<file path="config.mk">
export PLATFORM = sky130hd
export DESIGN_NAME = eeprom_byte_access_ctrl
export DESIGN_NICKNAME = d
export VERILOG_FILES = /design/src/rtl/eeprom_byte_access_ctrl.v
export VERILOG_INCLUDE_DIRS = /design/src /design/src/rtl
export SDC_FILE = /design/constraint.sdc
export NUM_CORES = 1
export LEC_CHECK = 0
export BUFFER_PORTS_ARGS = -buffer_cell sky130_fd_sc_hd__buf_2
export CAP_MARGIN = 30
export CORE_ASPECT_RATIO = 1.5
export CORE_MARGIN = 2
export CORE_UTILIZATION = 40
export DETAILED_ROUTE_END_ITERATION = 8
export GPL_ROUTABILITY_DRIVEN = 0
export SYNTH_ARGS = -nofsm -noshare
export SYNTH_HDL_FRONTEND = slang
export SYNTH_SLANG_ARGS = --single-unit
</file>
<file path="constraint.sdc">
create_clock -name ref_clk -period 5.5 [get_ports ref_clk]
set_input_delay 0.275 -clock ref_clk [delete_from_list [all_inputs] [get_ports ref_clk]]
set_output_delay 0.275 -clock ref_clk [all_outputs]
set_load 0.01 [all_outputs]
</file>
<file path="src/rtl/nv_access_regs.vh">
// register offsets, field positions and timing counts for the eeprom access block
`ifndef NV_ACCESS_REGS_VH
`define NV_ACCESS_REGS_VH
`define OFS_CONTROL      6'h1F
`define OFS_DATA         6'h20
`define OFS_ADDR_LOW     6'h21
`define OFS_ADDR_HIGH    6'h22
`define BIT_READ_STROBE  0
`define BIT_WRITE_STROBE 1
`define BIT_MASTER_ARM   2
`define BIT_READY_IRQ    3
`define BIT_MODE_LO      4
`define BIT_MODE_HI      5
`define MODE_RESET       2'h0
`define MODE_ERASE_WRITE 2'h0
`define MODE_ERASE_ONLY  2'h1
`define MODE_WRITE_ONLY  2'h2
`define MODE_RESERVED    2'h3
`define ARM_CYCLES       3'h4
`define WRITE_STALL      3'h2
`define READ_STALL       3'h4
`define WRITE_OSC_CYCLES 26368
`define WRITE_TIME_US    3300
`endif

</file>
<file path="src/rtl/eeprom_byte_access_ctrl.v">
// cpu-side control of the on-chip data eeprom: address, data, control regs
`timescale 1ns/1ps
`include "nv_access_regs.vh"
module eeprom_byte_access_ctrl (
   input  wire       ref_clk,
   input  wire       rst_n,
   input  wire [5:0] io_addr,
   input  wire       io_wr,
   input  wire       io_rd,
   input  wire [7:0] io_wdata,
   output reg  [7:0] io_rdata,
   input  wire       global_irq_enable,
   input  wire       flash_prog_busy,
   input  wire       rc_osc_tick,
   output wire       cpu_stall,
   output wire       ready_irq,
   output reg  [9:0] mem_addr,
   output reg  [7:0] mem_wdata,
   output reg  [1:0] mem_mode,
   output reg        mem_write,
   output reg        mem_read,
   input  wire [7:0] mem_rdata
);
   parameter WRITE_OSC = `WRITE_OSC_CYCLES;
   localparam [14:0] WRITE_LEN = WRITE_OSC[14:0];

   ////////////////////////////////////////////////////////////////////////
   // state
   reg [9:0]  byte_address_q;
   reg [7:0]  byte_data_q;
   reg [1:0]  prog_mode_field_q;
   reg        ready_irq_enable_q;
   reg        master_write_arm_q;
   reg [2:0]  arm_cnt_q;
   reg        write_strobe_q;
   reg [14:0] osc_cnt_q;
   reg [2:0]  stall_cnt_q;
   reg        read_pend_q;
   reg        tick_s1_q;
   reg        tick_s2_q;
   reg        tick_s3_q;

   wire       wr_ctl;
   wire       wr_dat;
   wire       wr_lo;
   wire       wr_hi;
   wire       osc_edge;
   wire       write_done;
   wire       start_wr;
   wire       start_rd;

   ////////////////////////////////////////////////////////////////////////
   // one offset compare shared by write decode and read mux
   function reg_hit;
      input [5:0] addr;
      input [5:0] ofs;
      begin
         reg_hit = (addr == ofs);
      end
   endfunction

   // saturating step down, shared by arm timer and stall counter
   function [2:0] count_down;
      input [2:0] cnt;
      begin
         if (cnt != 3'h0) begin
            count_down = cnt - 3'h1;
         end else begin
            count_down = 3'h0;
         end
      end
   endfunction

   ////////////////////////////////////////////////////////////////////////
   // write decode
   assign wr_ctl = io_wr && reg_hit(io_addr, `OFS_CONTROL);
   assign wr_dat = io_wr && reg_hit(io_addr, `OFS_DATA);
   assign wr_lo  = io_wr && reg_hit(io_addr, `OFS_ADDR_LOW);
   assign wr_hi  = io_wr && reg_hit(io_addr, `OFS_ADDR_HIGH);

   // strobe accepted only when armed, idle and flash not writing
   assign start_wr = rst_n && wr_ctl
                     && io_wdata[`BIT_WRITE_STROBE]
                     && master_write_arm_q
                     && !write_strobe_q
                     && !flash_prog_busy;
   assign start_rd = rst_n && wr_ctl
                     && io_wdata[`BIT_READ_STROBE]
                     && !write_strobe_q;

   ////////////////////////////////////////////////////////////////////////
   // rc oscillator tick synchroniser; first stage feeds only the second
   always @(posedge ref_clk) begin
      tick_s1_q <= rc_osc_tick;
      tick_s2_q <= tick_s1_q;
      tick_s3_q <= tick_s2_q;
   end

   assign osc_edge   = tick_s2_q && !tick_s3_q;
   assign write_done = osc_edge
                       && (osc_cnt_q == WRITE_LEN - 15'h0001);

   ////////////////////////////////////////////////////////////////////////
   // write engine ignores reset while busy so a running write finishes;
   // idle branch last so an unknown power-up strobe falls into it
   always @(posedge ref_clk) begin
      if (start_wr) begin
         write_strobe_q <= 1'b1;
         osc_cnt_q      <= 15'h0000;
         mem_write      <= 1'b1;
      end else if (write_strobe_q) begin
         mem_write <= 1'b0;
         if (write_done) begin
            write_strobe_q <= 1'b0;
         end else if (osc_edge) begin
            osc_cnt_q <= osc_cnt_q + 15'h0001;
         end
      end else begin
         write_strobe_q <= 1'b0;
         osc_cnt_q      <= 15'h0000;
         mem_write      <= 1'b0;
      end
   end

   ////////////////////////////////////////////////////////////////////////
   // mode field held through reset while busy
   always @(posedge ref_clk) begin
      if (!rst_n) begin
         if (write_strobe_q) begin
            prog_mode_field_q <= prog_mode_field_q;
         end else begin
            prog_mode_field_q <= `MODE_RESET;
         end
      end else if (wr_ctl && !write_strobe_q) begin
         prog_mode_field_q <= io_wdata[`BIT_MODE_HI:`BIT_MODE_LO];
      end
   end

   ////////////////////////////////////////////////////////////////////////
   // address register, frozen during a write
   always @(posedge ref_clk) begin
      if (!rst_n) begin
         byte_address_q <= 10'h000;
      end else if (!write_strobe_q) begin
         if (wr_lo) begin
            byte_address_q[7:0] <= io_wdata;
         end
         if (wr_hi) begin
            byte_address_q[9:8] <= io_wdata[1:0];
         end
      end
   end

   ////////////////////////////////////////////////////////////////////////
   // data register; fetched byte wins over a cpu write in the same cycle
   always @(posedge ref_clk) begin
      if (!rst_n) begin
         byte_data_q <= 8'h00;
      end else if (read_pend_q) begin
         byte_data_q <= mem_rdata;
      end else if (wr_dat) begin
         byte_data_q <= io_wdata;
      end
   end

   ////////////////////////////////////////////////////////////////////////
   // ready interrupt enable
   always @(posedge ref_clk) begin
      if (!rst_n) begin
         ready_irq_enable_q <= 1'b0;
      end else if (wr_ctl) begin
         ready_irq_enable_q <= io_wdata[`BIT_READY_IRQ];
      end
   end

   ////////////////////////////////////////////////////////////////////////
   // master write arm; a fresh arm write beats its own timeout
   always @(posedge ref_clk) begin
      if (!rst_n) begin
         master_write_arm_q <= 1'b0;
         arm_cnt_q          <= 3'h0;
      end else if (wr_ctl && io_wdata[`BIT_MASTER_ARM]) begin
         master_write_arm_q <= 1'b1;
         arm_cnt_q          <= `ARM_CYCLES;
      end else if (start_wr) begin
         master_write_arm_q <= 1'b0;
         arm_cnt_q          <= 3'h0;
      end else if (master_write_arm_q) begin
         if (arm_cnt_q == 3'h1) begin
            master_write_arm_q <= 1'b0;
         end
         arm_cnt_q <= count_down(arm_cnt_q);
      end
   end

   ////////////////////////////////////////////////////////////////////////
   // cpu stall counter
   always @(posedge ref_clk) begin
      if (!rst_n) begin
         stall_cnt_q <= 3'h0;
      end else if (start_wr) begin
         stall_cnt_q <= `WRITE_STALL;
      end else if (start_rd) begin
         stall_cnt_q <= `READ_STALL;
      end else begin
         stall_cnt_q <= count_down(stall_cnt_q);
      end
   end

   assign cpu_stall = (stall_cnt_q != 3'h0);

   ////////////////////////////////////////////////////////////////////////
   // read pulse; byte lands one cycle later, inside the stall
   always @(posedge ref_clk) begin
      if (!rst_n) begin
         mem_read    <= 1'b0;
         read_pend_q <= 1'b0;
      end else begin
         mem_read    <= start_rd;
         read_pend_q <= start_rd;
      end
   end

   ////////////////////////////////////////////////////////////////////////
   // array port; held through reset while a write is running
   always @(posedge ref_clk) begin
      if (!rst_n) begin
         if (write_strobe_q) begin
            mem_addr  <= mem_addr;
            mem_wdata <= mem_wdata;
            mem_mode  <= mem_mode;
         end else begin
            mem_addr  <= 10'h000;
            mem_wdata <= 8'h00;
            mem_mode  <= `MODE_RESET;
         end
      end else if (start_wr) begin
         mem_addr  <= byte_address_q;
         mem_wdata <= byte_data_q;
         mem_mode  <= prog_mode_field_q;
      end else if (start_rd) begin
         mem_addr  <= byte_address_q;
      end
   end

   ////////////////////////////////////////////////////////////////////////
   // level interrupt; busy flash or write holds it off
   assign ready_irq = ready_irq_enable_q
                      && global_irq_enable
                      && !write_strobe_q
                      && !flash_prog_busy;

   ////////////////////////////////////////////////////////////////////////
   // read mux; unmapped offsets read zero
   always @* begin
      io_rdata = 8'h00;
      if (io_rd && reg_hit(io_addr, `OFS_CONTROL)) begin
         io_rdata = {2'b00,
                     prog_mode_field_q,
                     ready_irq_enable_q,
                     master_write_arm_q,
                     write_strobe_q,
                     1'b0};
      end else if (io_rd && reg_hit(io_addr, `OFS_DATA)) begin
         io_rdata = byte_data_q;
      end else if (io_rd && reg_hit(io_addr, `OFS_ADDR_LOW)) begin
         io_rdata = byte_address_q[7:0];
      end else if (io_rd && reg_hit(io_addr, `OFS_ADDR_HIGH)) begin
         io_rdata = {6'b000000, byte_address_q[9:8]};
      end
   end

   ////////////////////////////////////////////////////////////////////////
   // limitations
   // mode only tags the array operation; all modes share one write time
   // read strobe is never stored, so it always reads back as zero
   // address clears on reset; software must still load it before use
endmodule

</file>
==> PnR_summary.wiki <==
{| class="wikitable"
! Metric !! Value
|-
| Smallest hold slack || ~51 ps
|-
| Predominant post-synthesis flop cell || sky130_fd_sc_hd__dfxtp_1
|-
| Status || finished, final reports clean
|-
| Number of flops mapped to enable cells by yosys || 22
|-
| Wire length of the first global-routing pass || about 11000 um
|-
| Netlist area before placement || approximately 0.0031 mm2
|-
| Total iterations of the first detailed-routing run || 4
|-
| Die outline area || 0.008561 mm2
|-
| Routed length per instance || between 10 and 15 um
|-
| Total congestion overflow || 0
|-
| Largest cells by area after synthesis || sky130_fd_sc_hd__dfxtp_1 30%, sky130_fd_sc_hd__edfxtp_1 21%, sky130_fd_sc_hd__mux2i_1 5.4%, sky130_fd_sc_hd__and2_1 4.4%, sky130_fd_sc_hd__nor2b_1 3.6%
|-
| Layout Area Growth over Synthesis || 21.83%
|-
| Max-slew violations || 0
|-
| Setup repair after global routing missed its margin || no
|-
| Initial core utilization || a little over 40%
|-
| CTS tree || built
|-
| Clock buffer depth || 2
|-
| CP Max Fanout || 22
|-
| Required time of the critical path || 5420 ps
|-
| Clock network power share || between 40% and 50%
|-
| Final setup viols || 0
|-
| Number of antenna violations at the first check in global routing || 0
|-
| Number of buffers inserted by port buffering || 60
|-
| Total Power || between 1 and 1.5 mW
|-
| Final net count || 406
|-
| Sw frac || approximately a fifth
|-
| Number of global-route vias before repair || roughly 2.3k
|-
| Combinational group share of total power || under 10%
|-
| Mean cell area of the mapped netlist || about 10 um2
|-
| Distinct cells, synth || between 40 and 50
|-
| Async SR Flop Fraction || 0%
|-
| Clock Tree Root || sky130_fd_sc_hd__clkbuf_16
|-
| Clock period minus final worst setup slack || around 2200 ps
|-
| Total of max-cap violations || 0
|-
| Global-route usage over all layers || between 15 and 20%
|-
| Number of nets in the synthesized netlist || 348
|-
| Clk_lat worst skew || roughly 320 ps
|-
| Arrival time at the worst endpoint || 2110 ps
|-
| TritonCTS Buffers || 9
|-
| Setup WS pre-CTS || around 3300 ps
|-
| Htree depth || 3
|-
| Fin crit share || roughly 40%
|-
| Largest vdd supply drop || between 0.0002 and 0.00025 V
|-
| Path category of the worst min-delay check || input port to register
|-
| Share of post-route cells with drive strength above 1 || between 20% and 30%
|-
| Pin count of the biggest net entering global routing || 55
|-
| Internal Dissipation || roughly 920 uW
|-
| Slew Limit Headroom || between 30% and 40%
|-
| Drt via density || approximately 5.0
|-
| Quantity of hold-fixing buffers added after cts || 0
|-
| Antenna-violating nets left || 0
|-
| Estimated wirelength of the detail-placed design || 5353 um
|-
| Die X-Extent || around 76 um
|-
| Setup tns final || 0 ps
|-
| Final WL || about 7000 um
|-
| Fin util || 50.08%
|-
| Areal power density over the cells || ~300 mW/mm2
|-
| Total I/O pin count || between 60 and 70
|-
| Count of inserted antenna diode cells || 0
|-
| Register share of total power || 46.8%
|-
| Number of warning messages in the yosys log || 0
|-
| Final hold violations || 0
|-
| Nature of the critical path startpoint || register
|-
| Top cell type by total area after synthesis || sky130_fd_sc_hd__dfxtp_1
|-
| Class of the most critical setup path || register to register
|-
| Height of the chip || 112.3 um
|-
| Final routed DRC violation total || 0
|-
| Clock Pin Slew Worst Setup and Hold Paths || approximately 50 ps
|-
| Sequential-to-total area share from yosys stat || roughly half
|-
| Measured slew at the worst slew-check pin || roughly 950 ps
|-
| PostCTS Resize Cnt || 0
|-
| Post-Route Skew || roughly 3.8 ps
|-
| Post-CTS setup repair buffer count || 0
|-
| Synth Instances || roughly 310
|-
| Number of storage elements in the synthesis netlist || between 60 and 70
|-
| Crit path setup slack, layout || roughly 3300 ps
|-
| Switching power of the nets || approximately 230 uW
|-
| TritonCTS Sinks || 69
|-
| Rows || 39
|-
| Via count || ~2.4k
|-
| Detailed Route Iter0 Violations || roughly 120
|-
| Achievable clock frequency || about 460 MHz
|-
| Proportion of netlist area held by the largest area contributor || approximately 30%
|-
| Static leakage power || between 1.5 and 2 nW
|-
| Area of the placeable core || between 0.007 and 0.008 mm2
|-
| Kind of end point of the critical path || register
|}
final cells by class:
class	count	area, um2
fillers	742	3800
flip-flops and latches	69	1602
multi-input cells	215	1414
repair buffers	61	307.8
clock buffers	16	301.5
well taps	102	127.6
inverters	16	60.06
Yosys cell counts, types with 5 or more instances:
cell type	count
sky130_fd_sc_hd__a21oi_1	20
sky130_fd_sc_hd__and2_1	22
sky130_fd_sc_hd__and3_1	6
sky130_fd_sc_hd__clkbuf_1	13
sky130_fd_sc_hd__dfxtp_1	47
sky130_fd_sc_hd__edfxtp_1	22
sky130_fd_sc_hd__ha_1	5
sky130_fd_sc_hd__inv_1	16
sky130_fd_sc_hd__mux2i_1	17
sky130_fd_sc_hd__nand2_1	27
sky130_fd_sc_hd__nand2b_1	7
sky130_fd_sc_hd__nand3_1	10
sky130_fd_sc_hd__nor2_1	13
sky130_fd_sc_hd__nor2b_1	18
sky130_fd_sc_hd__o21ai_0	16
logic make-up after synthesis:
group | Yosys count | synth area share, %
XOR/XNOR | 3 | 0.8398
flip-flops | 69 | 51.18
AO/OA/AOI/OAI | 57 | 11.28
buffers and inverters | 30 | 3.639
AND/OR/NAND/NOR | 133 | 25.63
multiplexers | 17 | 5.438
adder cells (fa/ha/maj) | 5 | 1.999
cells in the final DEF, fill, tap and decap left out, types with 2 or more instances in the layout:
cell                        count
sky130_fd_sc_hd__buf_2         60
sky130_fd_sc_hd__nand2b_1       7
sky130_fd_sc_hd__nand4_1        2
sky130_fd_sc_hd__a31oi_1        4
sky130_fd_sc_hd__dfxtp_1       47
sky130_fd_sc_hd__nor2b_1       18
sky130_fd_sc_hd__o211ai_1       2
sky130_fd_sc_hd__a22o_1         2
sky130_fd_sc_hd__a222oi_1       4
sky130_fd_sc_hd__nor3_1         2
sky130_fd_sc_hd__ha_1           5
sky130_fd_sc_hd__nand3b_1       3
sky130_fd_sc_hd__mux2i_1       17
sky130_fd_sc_hd__clkbuf_16      9
sky130_fd_sc_hd__nor4_1         4
sky130_fd_sc_hd__and2_1        22
sky130_fd_sc_hd__nand2_1       27
sky130_fd_sc_hd__o21a_1         2
sky130_fd_sc_hd__and3_1         6
sky130_fd_sc_hd__or2_2          3
sky130_fd_sc_hd__a22oi_1        2
sky130_fd_sc_hd__xnor2_1        3
sky130_fd_sc_hd__o21ai_0       16
sky130_fd_sc_hd__and4_1         4
sky130_fd_sc_hd__nand3_1       10
sky130_fd_sc_hd__nor2_1        13
sky130_fd_sc_hd__edfxtp_1      22
sky130_fd_sc_hd__inv_1         16
sky130_fd_sc_hd__clkbuf_8       5
sky130_fd_sc_hd__a21oi_1       20
sky130_fd_sc_hd__clkbuf_1       2
registers in the layout (all words and copies together) (netlist names):
register,count
mem_mode,2
tick_s3_q,1
mem_wdata,8
stall_cnt_q,3
arm_cnt_q,3
tick_s2_q,1
write_strobe_q,1
master_write_arm_q,1
tick_s1_q,1
prog_mode_field_q,2
byte_address_q,10
osc_cnt_q,15
byte_data_q,8
mem_addr,10
read_pend_q,1
mem_write,1
ready_irq_enable_q,1
worst max-delay path: stages, from the launching register on:
cell and delay (ps):
sky130_fd_sc_hd__dfxtp_1 770, sky130_fd_sc_hd__nor2b_1 160, sky130_fd_sc_hd__and3_1 260, sky130_fd_sc_hd__nand4_1 180, sky130_fd_sc_hd__o211ai_1 420
worst paths after layout:
| kind | startpoint | end | slack, ps | cells past startpoint |
|---|---|---|---|---|
| min reg2reg | tick_s1_q$_DFF_P_ | tick_s2_q$_DFF_P_ | 330 | 0 |
| max reg2reg | write_strobe_q$_SDFF_PP1_ | mem_addr[7]$_SDFFCE_PN0P_ | 3320 | 4 |
| max | write_strobe_q$_SDFF_PP1_ | mem_addr[7]$_SDFFCE_PN0P_ | 3320 | 4 |
| min | rc_osc_tick | tick_s1_q$_DFF_P_ | 50 | 1 |
power by group through the flow:
| stage | Clock, mW | Combinational (mW) | Sequential [mW] |
|---|---|---|---|
| detailed placement | 0 | 0.0472 | 0.548 |
| finish | 0.563 | 0.0468 | 0.537 |
| global placement | 0 | 0.0466 | 0.548 |
| CTS | 0.577 | 0.0473 | 0.537 |
| global route | 0.597 | 0.0522 | 0.538 |
| floorplan | 0 | 0.0196 | 0.550 |
stage by stage:
stage | instances | cell area, um2
6_report | 479 | 3812
3_3_place_gp | 463 | 3511
2_1_floorplan | 314 | 3129
3_5_place_dp | 463 | 3511
5_1_grt | 479 | 3812
4_1_cts | 479 | 3812
routing by layer:
layer	vias to the layer above	wire length (um)	global-route usage, %
li1	1227	-	-
met1	1109	3062	19.57
met2	41	3612	29.91
met3	8	245	4.100
met4	0	83	7.273
met5	-	0	0
(Power assumes the default switching activity.)
